## src/rtl/ssd_defs.vh

```
/*
 Constants for the shift, set-byte and table-store decoder.
 Included by rtl/ssd_decoder.v; definitions only.
*/
`ifndef SSD_DEFS_VH
`define SSD_DEFS_VH
`define SSD_ESC_0F 8'h0f
`define SSD_OP_SET_NO_OVF 8'h91
`define SSD_OP_SET_OVF 8'h90
`define SSD_OP_SET_NEG 8'h98
`define SSD_OP_SET_NOT_NEG 8'h99
`define SSD_OP_SET_PAR_EVEN 8'h9a
`define SSD_OP_SET_PAR_ODD 8'h9b
`define SSD_OP_SET_GREATER 8'h9f
`define SSD_OP_GRP_TBL 8'h01
`define SSD_OP_GRP_LDT 8'h00
`define SSD_OP_DSHL_IMM 8'ha4
`define SSD_OP_DSHL_CNT 8'ha5
`define SSD_OP_DSHR_IMM 8'hac
`define SSD_OP_DSHR_CNT 8'had
`define SSD_OP_SMM_ENTRY 8'h38
`define SSD_OP_SH_ONE_HI 7'h68
`define SSD_OP_SH_CNT_HI 7'h69
`define SSD_OP_SH_IMM_HI 7'h60
`define SSD_SUB_000 3'h0
`define SSD_SUB_001 3'h1
`define SSD_SUB_SHL 3'h4
`define SSD_SUB_SHR 3'h5
`define SSD_CYC_1 6'h01
`define SSD_CYC_2 6'h02
`define SSD_CYC_4 6'h04
`define SSD_CYC_5 6'h05
`define SSD_CYC_55 6'h37
`define SSD_SET_TRUE 8'h01
`define SSD_SET_FALSE 8'h00
`define SSD_K_NONE 4'h0
`define SSD_K_SETCC 4'h1
`define SSD_K_STORE_GLOBAL_TABLE_REG 4'h2
`define SSD_K_STORE_INTERRUPT_TABLE_REG 4'h3
`define SSD_K_STORE_LOCAL_TABLE_REG 4'h4
`define SSD_K_SHL 4'h5
`define SSD_K_SHR 4'h6
`define SSD_K_DSHL 4'h7
`define SSD_K_DSHR 4'h8
`define SSD_K_SMM 4'h9
`endif

```

## src/rtl/ssd_decoder.v

```verilog
/*
 Decoder and sequencer for set-byte, logical and double shifts, table
 stores and software management entry.
 Assumes the fetch unit presents one instruction byte per cycle with a
 valid strobe and holds it while byte_ready is low; flags come from the
 core flag register on the same clock.
*/
// Operation
// - 0F 9F /0 set_byte_if_negative byte if greater, one cycle
// - 0F 91 /0 set_byte_if_negative byte if no overflow, one cycle
// - 0F 9B /0 set_byte_if_negative byte if parity odd, one cycle
// - 0F 99 /0 set_byte_if_negative byte if not negative, one cycle
// - 0F 90 /0 set_byte_if_negative byte if overflow, one cycle
// - 0F 9A /0 set_byte_if_negative byte if parity even, one cycle
// - 0F 98 /0 set_byte_if_negative byte if negative, one cycle
// - 0F 01 /0 stores global table register, four cycles
// - Left shift /4: by one or immediate one cycle, by count two
// - Double left shift: A4 immediate four cycles, A5 count five
// - Right shift /5 with same encodings, costs and flags as left
// - Double right shift: AC immediate four cycles, AD count five
// - 0F 01 /1 stores interrupt table register, four cycles
// - 0F 00 /0 stores local table register, protected mode only
// - 0F 38 enters management mode, 55 cycles
// - Immediate shift forms fetch one 8-bit count after selector
`timescale 1ns/1ps
`include "ssd_defs.vh"
module ssd_decoder (
    // Clock and reset
    input wire clk_sys,
    input wire rst,
    // Instruction byte stream
    input wire byte_valid,
    input wire [7:0] byte_data,
    output wire byte_ready,
    // Core state
    input wire prot_mode,
    input wire [7:0] count_low_register,
    input wire overflow_flag,
    input wire sign_flag,
    input wire zero_flag,
    input wire parity_flag,
    // Decoded operation
    output reg op_start_q,
    output reg op_done_q,
    output reg [3:0] op_kind_q,
    output reg [7:0] op_opcode_q,
    output reg [1:0] op_mod_q,
    output reg [2:0] op_reg_q,
    output reg [2:0] op_rm_q,
    output reg op_wide_q,
    output reg [7:0] op_count_q,
    output reg [5:0] op_cycles_q,
    output reg op_illegal_q,
    // Set-byte result, flag control and management entry
    output reg [7:0] set_value_q,
    output reg flags_write_q,
    output reg overflow_undef_q,
    output reg aux_carry_undef_q,
    output reg mgmt_entry_q
);

// ============================================================
// States
localparam ST_OP = 3'h0;
localparam ST_OP2 = 3'h1;
localparam ST_MODRM = 3'h2;
localparam ST_IMM = 3'h3;
localparam ST_EXEC = 3'h4;

reg [2:0] st_q;
reg [7:0] opc_q;
reg esc_q;
reg [7:0] modrm_q;
reg [5:0] busy_q;
// Immediate count kept apart so op_count_q only moves at issue
reg [7:0] imm_q;

// ============================================================
// Byte handshake
// Stream stalls for the whole latency; operations never overlap
assign byte_ready = (st_q != ST_EXEC);

// ============================================================
// Helpers
// Condition of a set-byte opcode from the flags sampled at issue
function set_cond;
    input [7:0] op;
    input ovf, sgn, zro, par;
    begin
        case (op)
            `SSD_OP_SET_GREATER: set_cond = ~zro & (sgn == ovf);
            `SSD_OP_SET_NO_OVF: set_cond = ~ovf;
            `SSD_OP_SET_PAR_ODD: set_cond = ~par;
            `SSD_OP_SET_NOT_NEG: set_cond = ~sgn;
            `SSD_OP_SET_OVF: set_cond = ovf;
            `SSD_OP_SET_PAR_EVEN: set_cond = par;
            `SSD_OP_SET_NEG: set_cond = sgn;
            default: set_cond = 1'b0;
        endcase
    end
endfunction

// Set-byte family, all with subfield 000
function is_setcc;
    input [7:0] op;
    begin
        is_setcc = (op == `SSD_OP_SET_GREATER) || (op == `SSD_OP_SET_NO_OVF) ||
            (op == `SSD_OP_SET_PAR_ODD) || (op == `SSD_OP_SET_NOT_NEG) ||
            (op == `SSD_OP_SET_OVF) || (op == `SSD_OP_SET_PAR_EVEN) ||
            (op == `SSD_OP_SET_NEG);
    end
endfunction

// Escaped opcodes that carry an operand selector byte
function esc_has_modrm;
    input [7:0] op;
    begin
        esc_has_modrm = is_setcc(op) || (op == `SSD_OP_GRP_TBL) ||
            (op == `SSD_OP_GRP_LDT) || (op == `SSD_OP_DSHL_IMM) ||
            (op == `SSD_OP_DSHL_CNT) || (op == `SSD_OP_DSHR_IMM) ||
            (op == `SSD_OP_DSHR_CNT);
    end
endfunction

// First bytes D0-D3 and C0-C1 open a one-byte logical shift
function one_byte_shift;
    input [7:0] op;
    begin
        one_byte_shift = (op[7:1] == `SSD_OP_SH_ONE_HI) ||
            (op[7:1] == `SSD_OP_SH_CNT_HI) || (op[7:1] == `SSD_OP_SH_IMM_HI);
    end
endfunction

// Forms that carry an 8-bit count byte after the selector
function needs_imm;
    input esc;
    input [7:0] op;
    begin
        needs_imm = esc ? ((op == `SSD_OP_DSHL_IMM) || (op == `SSD_OP_DSHR_IMM))
            : (op[7:1] == `SSD_OP_SH_IMM_HI);
    end
endfunction

// ============================================================
// Classification of a complete instruction
reg [3:0] kind_c;
reg [5:0] cyc_c;
reg ovf_u_c;
reg aux_u_c;
reg flw_c;
reg [7:0] cnt_c;
reg ill_c;
always @* begin
    kind_c = `SSD_K_NONE;
    cyc_c = `SSD_CYC_1;
    ovf_u_c = 1'b0;
    aux_u_c = 1'b0;
    flw_c = 1'b0;
    cnt_c = 8'h00;
    ill_c = 1'b0;
    if (esc_q) begin
        if (opc_q == `SSD_OP_SMM_ENTRY) begin
            kind_c = `SSD_K_SMM;
            cyc_c = `SSD_CYC_55;
        end else if (is_setcc(opc_q)) begin
            kind_c = `SSD_K_SETCC;
            cyc_c = `SSD_CYC_1;
            ill_c = (modrm_q[5:3] != `SSD_SUB_000);
        end else if (opc_q == `SSD_OP_GRP_TBL) begin
            if (modrm_q[5:3] == `SSD_SUB_000) begin
                kind_c = `SSD_K_STORE_GLOBAL_TABLE_REG;
                cyc_c = `SSD_CYC_4;
            end else if (modrm_q[5:3] == `SSD_SUB_001) begin
                kind_c = `SSD_K_STORE_INTERRUPT_TABLE_REG;
                cyc_c = `SSD_CYC_4;
            end else begin
                ill_c = 1'b1;
            end
        end else if (opc_q == `SSD_OP_GRP_LDT) begin
            // No real-mode timing exists, so real mode faults it
            kind_c = `SSD_K_STORE_LOCAL_TABLE_REG;
            cyc_c = `SSD_CYC_1;
            ill_c = ~prot_mode || (modrm_q[5:3] != `SSD_SUB_000);
        end else if ((opc_q == `SSD_OP_DSHL_IMM) || (opc_q == `SSD_OP_DSHL_CNT)) begin
            kind_c = `SSD_K_DSHL;
            cyc_c = opc_q[0] ? `SSD_CYC_5 : `SSD_CYC_4;
            // Count register as it stands at issue, unmasked
            cnt_c = opc_q[0] ? count_low_register : imm_q;
            ovf_u_c = 1'b1;
            aux_u_c = 1'b1;
            flw_c = 1'b1;
        end else if ((opc_q == `SSD_OP_DSHR_IMM) || (opc_q == `SSD_OP_DSHR_CNT)) begin
            kind_c = `SSD_K_DSHR;
            cyc_c = opc_q[0] ? `SSD_CYC_5 : `SSD_CYC_4;
            // Count register as it stands at issue, unmasked
            cnt_c = opc_q[0] ? count_low_register : imm_q;
            ovf_u_c = 1'b1;
            aux_u_c = 1'b1;
            flw_c = 1'b1;
        end else begin
            ill_c = 1'b1;
        end
    end else if ((modrm_q[5:3] == `SSD_SUB_SHL) || (modrm_q[5:3] == `SSD_SUB_SHR)) begin
        // Only subfields 100 and 101 of the one-byte shifts are handled
        kind_c = (modrm_q[5:3] == `SSD_SUB_SHL) ? `SSD_K_SHL : `SSD_K_SHR;
        flw_c = 1'b1;
        aux_u_c = 1'b1;
        if (opc_q[7:1] == `SSD_OP_SH_CNT_HI) begin
            cyc_c = `SSD_CYC_2;
            cnt_c = count_low_register;
            ovf_u_c = 1'b1;
        end else if (opc_q[7:1] == `SSD_OP_SH_IMM_HI) begin
            cyc_c = `SSD_CYC_1;
            cnt_c = imm_q;
            ovf_u_c = 1'b1;
        end else begin
            cyc_c = `SSD_CYC_1;
            cnt_c = 8'h01;
        end
    end else begin
        ill_c = 1'b1;
    end
end

// ============================================================
// Sequencer
// One instruction in flight; the stream stalls until done
always @(posedge clk_sys or posedge rst) begin
    if (rst) begin
        st_q <= ST_OP;
        opc_q <= 8'h00;
        esc_q <= 1'b0;
        modrm_q <= 8'h00;
        busy_q <= 6'h00;
        imm_q <= 8'h00;
        op_start_q <= 1'b0;
        op_done_q <= 1'b0;
        op_kind_q <= `SSD_K_NONE;
        op_opcode_q <= 8'h00;
        op_mod_q <= 2'h0;
        op_reg_q <= 3'h0;
        op_rm_q <= 3'h0;
        op_wide_q <= 1'b0;
        op_count_q <= 8'h00;
        op_cycles_q <= 6'h00;
        op_illegal_q <= 1'b0;
        set_value_q <= `SSD_SET_FALSE;
        flags_write_q <= 1'b0;
        overflow_undef_q <= 1'b0;
        aux_carry_undef_q <= 1'b0;
        mgmt_entry_q <= 1'b0;
    end else begin
        op_start_q <= 1'b0;
        op_done_q <= 1'b0;
        op_illegal_q <= 1'b0;
        case (st_q)
            ST_OP: begin
                if (byte_valid) begin
                    if (byte_data == `SSD_ESC_0F) begin
                        esc_q <= 1'b1;
                        st_q <= ST_OP2;
                    end else if (one_byte_shift(byte_data)) begin
                        esc_q <= 1'b0;
                        opc_q <= byte_data;
                        st_q <= ST_MODRM;
                    end else begin
                        // Outside this decoder's set
                        op_illegal_q <= 1'b1;
                    end
                end
            end
            ST_OP2: begin
                if (byte_valid) begin
                    opc_q <= byte_data;
                    if (byte_data == `SSD_OP_SMM_ENTRY) begin
                        // No selector byte follows; stale fields must not issue
                        modrm_q <= 8'h00;
                        st_q <= ST_EXEC;
                    end else if (esc_has_modrm(byte_data)) begin
                        st_q <= ST_MODRM;
                    end else begin
                        op_illegal_q <= 1'b1;
                        st_q <= ST_OP;
                    end
                end
            end
            ST_MODRM: begin
                if (byte_valid) begin
                    modrm_q <= byte_data;
                    st_q <= needs_imm(esc_q, opc_q) ? ST_IMM : ST_EXEC;
                end
            end
            ST_IMM: begin
                if (byte_valid) begin
                    imm_q <= byte_data;
                    st_q <= ST_EXEC;
                end
            end
            default: begin
                // Issue on entry, then count down the documented latency
                if (busy_q == 6'h00) begin
                    if (ill_c) begin
                        op_illegal_q <= 1'b1;
                        st_q <= ST_OP;
                    end else begin
                        op_start_q <= 1'b1;
                        op_kind_q <= kind_c;
                        op_opcode_q <= opc_q;
                        op_mod_q <= modrm_q[7:6];
                        op_reg_q <= modrm_q[5:3];
                        op_rm_q <= modrm_q[2:0];
                        op_wide_q <= opc_q[0];
                        op_count_q <= cnt_c;
                        op_cycles_q <= cyc_c;
                        flags_write_q <= flw_c;
                        overflow_undef_q <= ovf_u_c;
                        aux_carry_undef_q <= aux_u_c;
                        set_value_q <= set_cond(opc_q, overflow_flag, sign_flag,
                            zero_flag, parity_flag) ? `SSD_SET_TRUE : `SSD_SET_FALSE;
                        mgmt_entry_q <= (kind_c == `SSD_K_SMM);
                        if (cyc_c == `SSD_CYC_1) begin
                            op_done_q <= 1'b1;
                            st_q <= ST_OP;
                        end else begin
                            busy_q <= cyc_c - 6'h01;
                        end
                    end
                end else begin
                    busy_q <= busy_q - 6'h01;
                    // Entry flag drops on the same edge as the done pulse
                    if (busy_q == 6'h01) begin
                        op_done_q <= 1'b1;
                        mgmt_entry_q <= 1'b0;
                        st_q <= ST_OP;
                    end
                end
            end
        endcase
    end
end

endmodule // ssd_decoder

```

## config.mk

```make
export PLATFORM = sky130hd
export DESIGN_NAME = ssd_decoder
export DESIGN_NICKNAME = d
export VERILOG_FILES = /design/src/rtl/ssd_decoder.v
export VERILOG_INCLUDE_DIRS = /design/src /design/src/rtl
export SDC_FILE = /design/constraint.sdc
export NUM_CORES = 1
export LEC_CHECK = 0
export ABC_AREA = 1
export BUFFER_PORTS_ARGS = -buffer_cell sky130_fd_sc_hd__clkbuf_2
export CELL_PAD_IN_SITES_DETAIL_PLACEMENT = 0
export CELL_PAD_IN_SITES_GLOBAL_PLACEMENT = 2
export CORE_ASPECT_RATIO = 1.4
export CORE_MARGIN = 2
export CORE_UTILIZATION = 34
export CTS_BUF_LIST = sky130_fd_sc_hd__clkbuf_4 sky130_fd_sc_hd__clkbuf_8 sky130_fd_sc_hd__clkbuf_16
export CTS_CLUSTER_DIAMETER = 50
export DETAILED_ROUTE_END_ITERATION = 6
export PLACE_DENSITY_LB_ADDON = 0.1
export SLEW_MARGIN = 20
export SYNTH_ARGS = -nofsm -noshare
export SYNTH_HDL_FRONTEND = slang
export SYNTH_SLANG_ARGS = --single-unit
```

## constraint.sdc

```tcl
create_clock -name clk_sys -period 5.38 [get_ports clk_sys]
set_clock_uncertainty 0.05 [all_clocks]
set_input_delay 1.076 -clock clk_sys [delete_from_list [all_inputs] [get_ports clk_sys]]
set_output_delay 1.076 -clock clk_sys [all_outputs]
set_load 0.1 [all_outputs]
```

Word level (Yosys, flattened, before mapping)
Cells that the tools add are included.
{ "op_classes": {"addsub": 2, "eq_ne": 54, "n_mux": 109, "bitwise": 8, "n_reduce_logical": 46} }
{ "op_table": {"columns": ["operator", "n"], "rows": [
  ["$eq A8 B8 Y1 const B", 22],
  ["$mux W8", 17],
  ["$mux W3", 18],
  ["$mux W1", 49],
  ["$mux W6", 7],
  ["$eq A7 B7 Y1 const B", 5],
  ["$pmux W8 S2", 2],
  ["$mux W4", 7],
  ["$logic_or A1 B1 Y1", 25],
  ["$ne A2 B2 Y1 const B", 9],
  ["$eq A8 B1 Y1 const B", 2],
  ["$eq A8 B6 Y1 const B", 2],
  ["$logic_not A8 Y1", 2],
  ["$eq A6 B1 Y1 const B", 2],
  ["$mux W2", 6],
  ["$pmux W3 S4", 1],
  ["$reduce_and A3 Y1", 4],
  ["$sub A6 B1 Y6 const B", 2],
  ["$eq A8 B4 Y1 const B", 1],
  ["$reduce_bool A2 Y1", 4],
  ["$ne A7 B2 Y1 const B", 1],
  ["$not A1 Y1", 7],
  ["$pmux W1 S7", 1],
  ["$reduce_and A7 Y1", 1],
  ["other kinds (17)", 22]
]} }
{ "totals": {"register_bits": 83, "input_bits": 24, "out_inout_bits": 51, "wordCells": 240} }

Longest topological paths before layout
Gate-level depths: netlist (run 1).
{ "logic_depth": {"ltp_word": 17, "depth_mapped": 18, "mapped_depth_nobuf": 17} }

Least setup slack after synthesis (run 1)
OpenSTA, ideal clock, no wires.
{ "synth_timing": {"kind": "register to output", "from": "register aux_carry_undef_q (netlist name)", "to": "output port flags_write_q", "arrival_ps": 1340, "required_time_ps": 4254, "setup_slack_ps": 2914, "stages_incl_launch_ff": 2, "cell_sequence": "dfrtp_1 buf_4"} }
{ "synth_lines": {"columns": ["item", "line_no", "rtl"], "rows": [
  ["end: declaration", "ssd_decoder.v:56", "output reg flags_write_q,"]
]} }

Worst setup path after layout (run 1)
{ "layout_timing": {"from": "register opc_q[0]", "to": "register busy_q[0]"} }
{ "layout_via": {"elab_chain_cells": 14} }
{ "layout_lines": {"columns": ["item", "line_no", "rtl"], "rows": [
  ["start: declaration", "ssd_decoder.v:71", "reg [7:0] opc_q;"],
  ["start signal: assignment", "ssd_decoder.v:264", "opc_q <= byte_data;"],
  ["start signal: assignment", "ssd_decoder.v:274", "opc_q <= byte_data;"],
  ["parallel branches: the longest is 8 deep, another holds $eq A8 B8 Y1", null, null],
  ["$mux W6 *", "ssd_decoder.v:162", "if (opc_q == `SSD_OP_SMM_ENTRY) begin"],
  ["$mux W6 *", "ssd_decoder.v:161", "if (esc_q) begin"],
  ["via cyc_c[0]", "ssd_decoder.v:147", "reg [5:0] cyc_c;"],
  ["$sub A6 B1 Y6", "ssd_decoder.v:325", "busy_q <= cyc_c - 6'h01;"],
  ["$mux W6", "ssd_decoder.v:321", "if (cyc_c == `SSD_CYC_1) begin"],
  ["$mux W6", "ssd_decoder.v:302", "if (ill_c) begin"],
  ["$mux W6", "ssd_decoder.v:301", "if (busy_q == 6'h00) begin"],
  ["end signal: assignment", "ssd_decoder.v:325", null],
  ["end signal: assignment", "ssd_decoder.v:329", "busy_q <= busy_q - 6'h01;"],
  ["end: declaration", "ssd_decoder.v:74", "reg [5:0] busy_q;"]
]} }
Mark *: on every way through the listed nets, which the timed path passes. The select of a mux whose other input is x is not followed.
A chain may end at the register's enable or synchronous reset.

==> results of run 1 <==
[kinds of logic after synthesis]
kind of cell | after synthesis
and+or+nand+nor | 275
muxes | 1
buffers and inverters | 85
adders and majority gates | 6
xor gates and xnor gates | 2
AOI/OAI and AO/OA | 100
other | 1
DFF | 73
[state kept, by name, summed over array words and instances (netlist names)]
signal	flops
aux_carry_undef_q	1
busy_q	6
esc_q	1
imm_q	8
mgmt_entry_q	1
modrm_q	8
op_count_q	8
op_cycles_q	4
op_done_q	1
op_illegal_q	1
op_kind_q	4
op_mod_q	2
op_opcode_q	8
op_reg_q	3
op_rm_q	3
op_start_q	1
opc_q	8
overflow_undef_q	1
set_value_q	1
st_q	3
[worst max-delay path by stage]
stage                  start                 to
detailed placement  opc_q[0]          busy_q[1]
floorplan                rst  aux_carry_undef_q
global route        opc_q[0]          busy_q[5]
CTS                 opc_q[0]          busy_q[0]
global placement       esc_q          busy_q[4]
finish              opc_q[0]          busy_q[0]
[metrics by stage]
step           total power [mW]  cell area [um^2]
2_1_floorplan              1.86              4090
6_report                   2.76              4780
5_1_grt                    2.92              4780
3_3_place_gp               2.11              4460
4_1_cts                    2.79              4780
3_5_place_dp               2.11              4460
[placed cells by master, fill, tap and decap left out, drive strengths merged]
master | synthesis | layout
o211a | 1 | 1
a21oi | 7 | 7
dfrtp | 73 | 73
o21ai | 63 | 63
ha | 6 | 6
o221ai | 2 | 2
o32ai | 2 | 2
nand4 | 14 | 14
nor2 | 45 | 45
xor2 | 1 | 1
nor4 | 1 | 1
o22ai | 12 | 12
nand2 | 174 | 174
clkinv | 2 | 5
inv | 59 | 59
conb | 1 | 8
mux2i | 1 | 1
o211ai | 5 | 5
clkbuf | 4 | 77
a22oi | 1 | 1
o2111ai | 2 | 2
o21bai | 1 | 1
bufinv | 0 | 2
nor3 | 13 | 13
xnor2 | 1 | 1
or2 | 1 | 1
buf | 20 | 1
o311ai | 2 | 2
nand3 | 27 | 27
o31ai | 2 | 2
[power breakdown]
| group | switching (mW) | internal [mW] |
|---|---|---|
| Sequential | 0.155 | 0.694 |
| Clock | 0.239 | 0.423 |
| Combinational | 1.02 | 0.228 |
[per-layer routing]
| layer | track usage [%] | share of wire, % |
|---|---|---|
| met5 | 0 | 0 |
| met4 | 6.73 | 2.3 |
| met3 | 2.71 | 3.2 |
| met2 | 32.9 | 53 |
| met1 | 22.8 | 42 |
[Yosys cell counts (all sizes together), types with 4 or more instances]
| cell | count |
|---|---|
| ha | 6 |
| nor3 | 13 |
| a21oi | 7 |
| o211ai | 5 |
| nand2 | 174 |
| inv | 59 |
| nand4 | 14 |
| o21ai | 63 |
| buf | 20 |
| nand3 | 27 |
| o22ai | 12 |
| clkbuf | 4 |
| dfrtp | 73 |
| nor2 | 45 |
[layout make-up]
type	count	share of cell area (%)
sequential	73	38.2
tap	147	3.85
timing repair buffer	67	7.07
inverter	61	4.84
multi-input combinational	392	39.2
clock inverter	5	1.65
clock buffer	11	5.16
[worst register-to-register path: cells and delay by family (launching register included)]
kind,cells,cell delay (ps)
compound gates,1,350
flops,1,720
simple gates,12,1360
buf+inv,2,240
fa+ha+maj,1,230
==> results.toml, run 1 <==
[min_path]
hold_path_class = "flip-flop to flip-flop"
hold_depth = 2
worst_hold_startpoint = "op_count_q[2]"
min_to = "op_count_q[2]"

[detailed_routing]
vias = 3758
drt-initial-drc-count = 217
wirelength_um = 11500
firstDrtPassIters = 4
drc = 0
vias_per_cell = 4.97
postRouteAntennaNets = 0
wl_per_cell_um = 15.2

[critical_path]
slowest_delay_ps = 720
timing.rr.start = "opc_q[0]"
arrival_ps = 3220
crit_type = "flip-flop to flip-flop"
rrSetupSlack_ps = 2330
cp.depth = 16
cp-start-kind = "flip-flop"
worst-r2r-cell-count = 16
r2r_end = "busy_q[0]"
path_common_cell = "nand2_1"
crit_path_end_kind = "flip-flop"
cp_slowest_cell = "dfrtp_1"
critPathBufInv = 2
cp_top_family = "simple AND/OR/NAND/NOR gates"
critPathRequiredTime_ps = 5550
cp_max_fo = 17
crit_chain = "inv_4 > nand2_2 > nor2_1 > nand2_1 > nand2_1 > nor2_1 > nand2_1 > nor2_1 > nand2_1 > o21ai_0 > inv_1 > ha_1 > nand3_1 > nand3_2 > nand2_1 > nand2_1"

[outcome]
outcome = "completed"

[synth]
synthCells = 543
synth-compound-area-share_pct = 14.2
syn_area_mm2 = 0.00407
synthTopCellsByArea = "dfrtp_1, nand2_1, inv_1"
synth_top_family_by_area = "simple AND/OR/NAND/NOR gates"
synth-xor-area-share_pct = 0.431
synthMuxAreaShare_pct = 0.246
yosysSeqAreaShare_pct = 44.9
ys_types = 41
yosys.area_share.simple_pct = 28.7
ys_dominant_reg_cell = "dfrtp_1"
async_flop_share_pct = 100
synth_fa_ha_area_share_pct = 1.85
ys_warn_count = 0
yosysTopAreaCellShare_pct = 44.9
ys_ff_latch = 73
synth_edf_count = 0
avgSynthCellArea_um2 = 7.49
synth.largest_area_cell = "dfrtp_1"

[global_routing]
grt_pass1_wl_um = 18500
grt_max_degree = 62
grt_util_all_layers_pct = 18.7
grt_pass1_vias = 3651
antenna_found_initial = 0
grt.overflow.total = 0

[power_and_ir_drop]
power.density_mw_per_mm2 = 578
peakVddDrop_v = 0.000385
leakage_nw = 2.53

[clock_network]
cts_hold_buf = 0
cts_max_path_buffers = 2
cts-htree-levels = 3
clock-sinks = 73
path_clk_slew_ps = 60
cts-root-buf = "clkbuf_16"
cts_buffers = 9
cts_tree = "done"
insertion_delay_ps = 340
post-cts-setup-buffers = 0
post_cts_resized = 0

[floorplanning]
die_h_um = 133
start_util_pct = 34.6
die_width_um = 96.4
fp.coreArea_mm2 = 0.0118
die-area_mm2 = 0.0129
io_pins = 75
fp-row-count = 47

[final_layout]
num_antenna_cells = 0
fin_nets = 634
multi_input_area_mm2 = 0.00188
instances_no_fill = 756
layout-drive-gt1-share_pct = 16.7
area_growth_pct = 17.6
ff_latch_area_mm2 = 0.00183
nFillCells = 1291
final_util_pct = 40.6

[placement]
gp_congestion = 0.881
hpwl_um = 8720
io_buffers = 66
dp_cells = 740
dp_slack_ps = 2410

[timing]
fmax_mhz = 328
period_share_pct = 56.6
final_hold_viol_count = 0
setup-tns-final_ps = 0
worst_slack_ps = 2330
hold_slack_ps = 428
worst_pin_slew_ps = 760
max_slew_margin_pct = 49.3
min_period_ps = 3050
rsz0062_at_grt = "no"
drv_slew = 0
setup_viol = 0

[run]
cap_violations = 0
No activity file was read; power rests on OpenSTA's default activity.
==> run 2, diff against run 1 <==
- ABC_AREA: 1 -> 0
- CORE_UTILIZATION: 34 -> 36
- clock period: 5.38 -> 3.01 ns (I/O delays scaled with it)
==> run 2 against run 1 <==
- first-iteration DRC count down 28%
- final area increased by 1.6%
- combinational power rose by 110%
- hold slack worse by 160 ps
- sequential share of layout area is 0.59 points lower
- clock power up 89%
- area after synthesis down 2.6%
- worst setup slack lost 2200 ps
- largest cell class unchanged
==> results.toml, run 2 <==
[synth]
synth-compound-area-share_pct = 15.7
ys_dominant_reg_cell = "dfrtp_1"
yosysSeqAreaShare_pct = 46.1
synthMuxAreaShare_pct = 14.1
async_flop_share_pct = 100
syn_area_mm2 = 0.00396
synth_top_family_by_area = "compound AO/OA/AOI/OAI gates"
synth.most_common_cell = "dfrtp_1"
yosys-top-cells-count = "dfrtp_1, mux2_1, mux2_2, nand2_1, a22o_1"
ys_warn_count = 0
synth_fa_ha_area_share_pct = 1.89
avgSynthCellArea_um2 = 10.9
synthTopCellsByArea = "dfrtp_1, mux2_1, mux2_2"
ys_ff_latch = 73
synth_edf_count = 0
ys_types = 63
yosysTopAreaCellShare_pct = 46.1
synth-xor-area-share_pct = 0.442
synthCells = 365
synth.largest_area_cell = "dfrtp_1"
yosys.area_share.simple_pct = 15.7

[detailed_routing]
wl_per_cell_um = 18.5
drt-initial-drc-count = 156
postRouteAntennaNets = 0
vias_per_cell = 5.42
drc = 0
firstDrtPassIters = 4
wirelength_um = 10900
vias = 3192

[timing]
worst_slack_ps = 172
final_hold_viol_count = 0
setup_viol = 0
period_share_pct = 94.3
worst_pin_slew_ps = 858
min_period_ps = 2840
max_slew_margin_pct = 42.6
fmax_mhz = 352
rsz0062_at_grt = "no"
hold_slack_ps = 264
setup-tns-final_ps = 0
drv_slew = 0

[power_and_ir_drop]
peakVddDrop_v = 0.000629
power.density_mw_per_mm2 = 1140
leakage_nw = 2.33

[floorplanning]
fp-row-count = 45
die-area_mm2 = 0.0119
start_util_pct = 36.7
io_pins = 75
die_width_um = 92.7
fp.coreArea_mm2 = 0.0108
die_h_um = 128

[global_routing]
grt_pass1_vias = 3123
grt_max_degree = 74
grt_util_all_layers_pct = 19.2
grt.overflow.total = 0
antenna_found_initial = 0
grt_pass1_wl_um = 17300

[critical_path]
critPathRequiredTime_ps = 3180
crit_type = "flip-flop to flip-flop"
crit_path_end_kind = "flip-flop"
slowest_delay_ps = 520
crit_chain = "nor3b_1 > nand3_1 > nor2_1 > nor2_1 > ha_1 > ha_1 > or3_1 > a31oi_1 > nor3_1"
arrival_ps = 3010
cp-start-kind = "flip-flop"
cp_slowest_cell = "dfrtp_1"
cp_max_fo = 8

[placement]
dp_slack_ps = 221
gp_congestion = 0.830
io_buffers = 66
hpwl_um = 7960
dp_cells = 573

[final_layout]
fin_nets = 473
area_growth_pct = 22.5
num_antenna_cells = 0
instances_no_fill = 589
final_util_pct = 44.9
layout-drive-gt1-share_pct = 29.7
nFillCells = 1085
layout_common_cells = "dfrtp_1, clkbuf_2, mux2_1, mux2_2, buf_4"
final_common_cell = "dfrtp_1"

[clock_network]
post-cts-setup-buffers = 0
cts-root-buf = "clkbuf_16"
insertion_delay_ps = 340
cts-htree-levels = 3
cts_max_path_buffers = 2
clock-sinks = 73
post_cts_resized = 0
path_clk_slew_ps = 60
cts_hold_buf = 0
cts_buffers = 9
cts_tree = "done"

[run]
cap_violations = 0

[outcome]
outcome = "completed"

[min_path]
hold_path_class = "primary input to async pin"
## run 2: kinds of logic after synthesis
| family | after synthesis |
|---|---|
| DFF | 73 |
| other | 1 |
| adders and majority gates | 6 |
| AOI/OAI and AO/OA | 83 |
| buffers and inverters | 44 |
| muxes | 50 |
| and+or+nand+nor | 106 |
| xor gates and xnor gates | 2 |
## run 2: layer usage
| layer | global-route usage, % | part of all wire [%] | vias up |
|---|---|---|---|
| li1 | - | - | 1508 |
| met1 | 23.2 | 41 | 1604 |
| met2 | 33.9 | 53 | 68 |
| met3 | 2.47 | 3.4 | 12 |
| met4 | 9.17 | 1.8 | 0 |
| met5 | 0 | 0 | - |
## run 2: layout make-up
cell class,instances,area [um^2],area share [%]
multi-input cells,255,1920,39.6
flip-flops and latches,73,1830,37.6
repair buffers,88,520,10.7
clock buffers,11,246,5.08
well taps,141,176,3.63
clock inverters,5,103,2.11
inverters,16,60.1,1.24
## run 2: critical path, delay by kind of cell, from the launching register on
family / cells / cell delay [ps]
AOI/OAI and AO/OA: 1 / 170
adders and majority gates: 2 / 410
and+or+nand+nor: 6 / 1570
DFF: 1 / 520
## run 2: stage by stage
stage / total power [mW] / instance area, um^2
global placement: 4.28 / 4510
CTS: 5.56 / 4860
floorplan: 3.70 / 3990
global route: 5.81 / 4860
finish: 5.51 / 4860
detailed placement: 4.28 / 4510
## run 2: path summary, 6_finish.rpt
path,from,end,slack (ps),cells past startpoint
max in group asynchronous,rst,op_count_q[2],2300,3
min in group clk_sys,op_count_q[2],op_count_q[2],430,1
setup / recovery,modrm_q[4],busy_q[4],170,9
setup reg to reg,modrm_q[4],busy_q[4],170,9
hold / removal,rst,op_mod_q[1],260,3
hold reg to reg,op_count_q[2],op_count_q[2],430,1
## run 2: power breakdown
group / internal, mW / switching (mW)
combinational: 0.698 / 1.92
sequential: 1.29 / 0.347
clock: 0.840 / 0.414
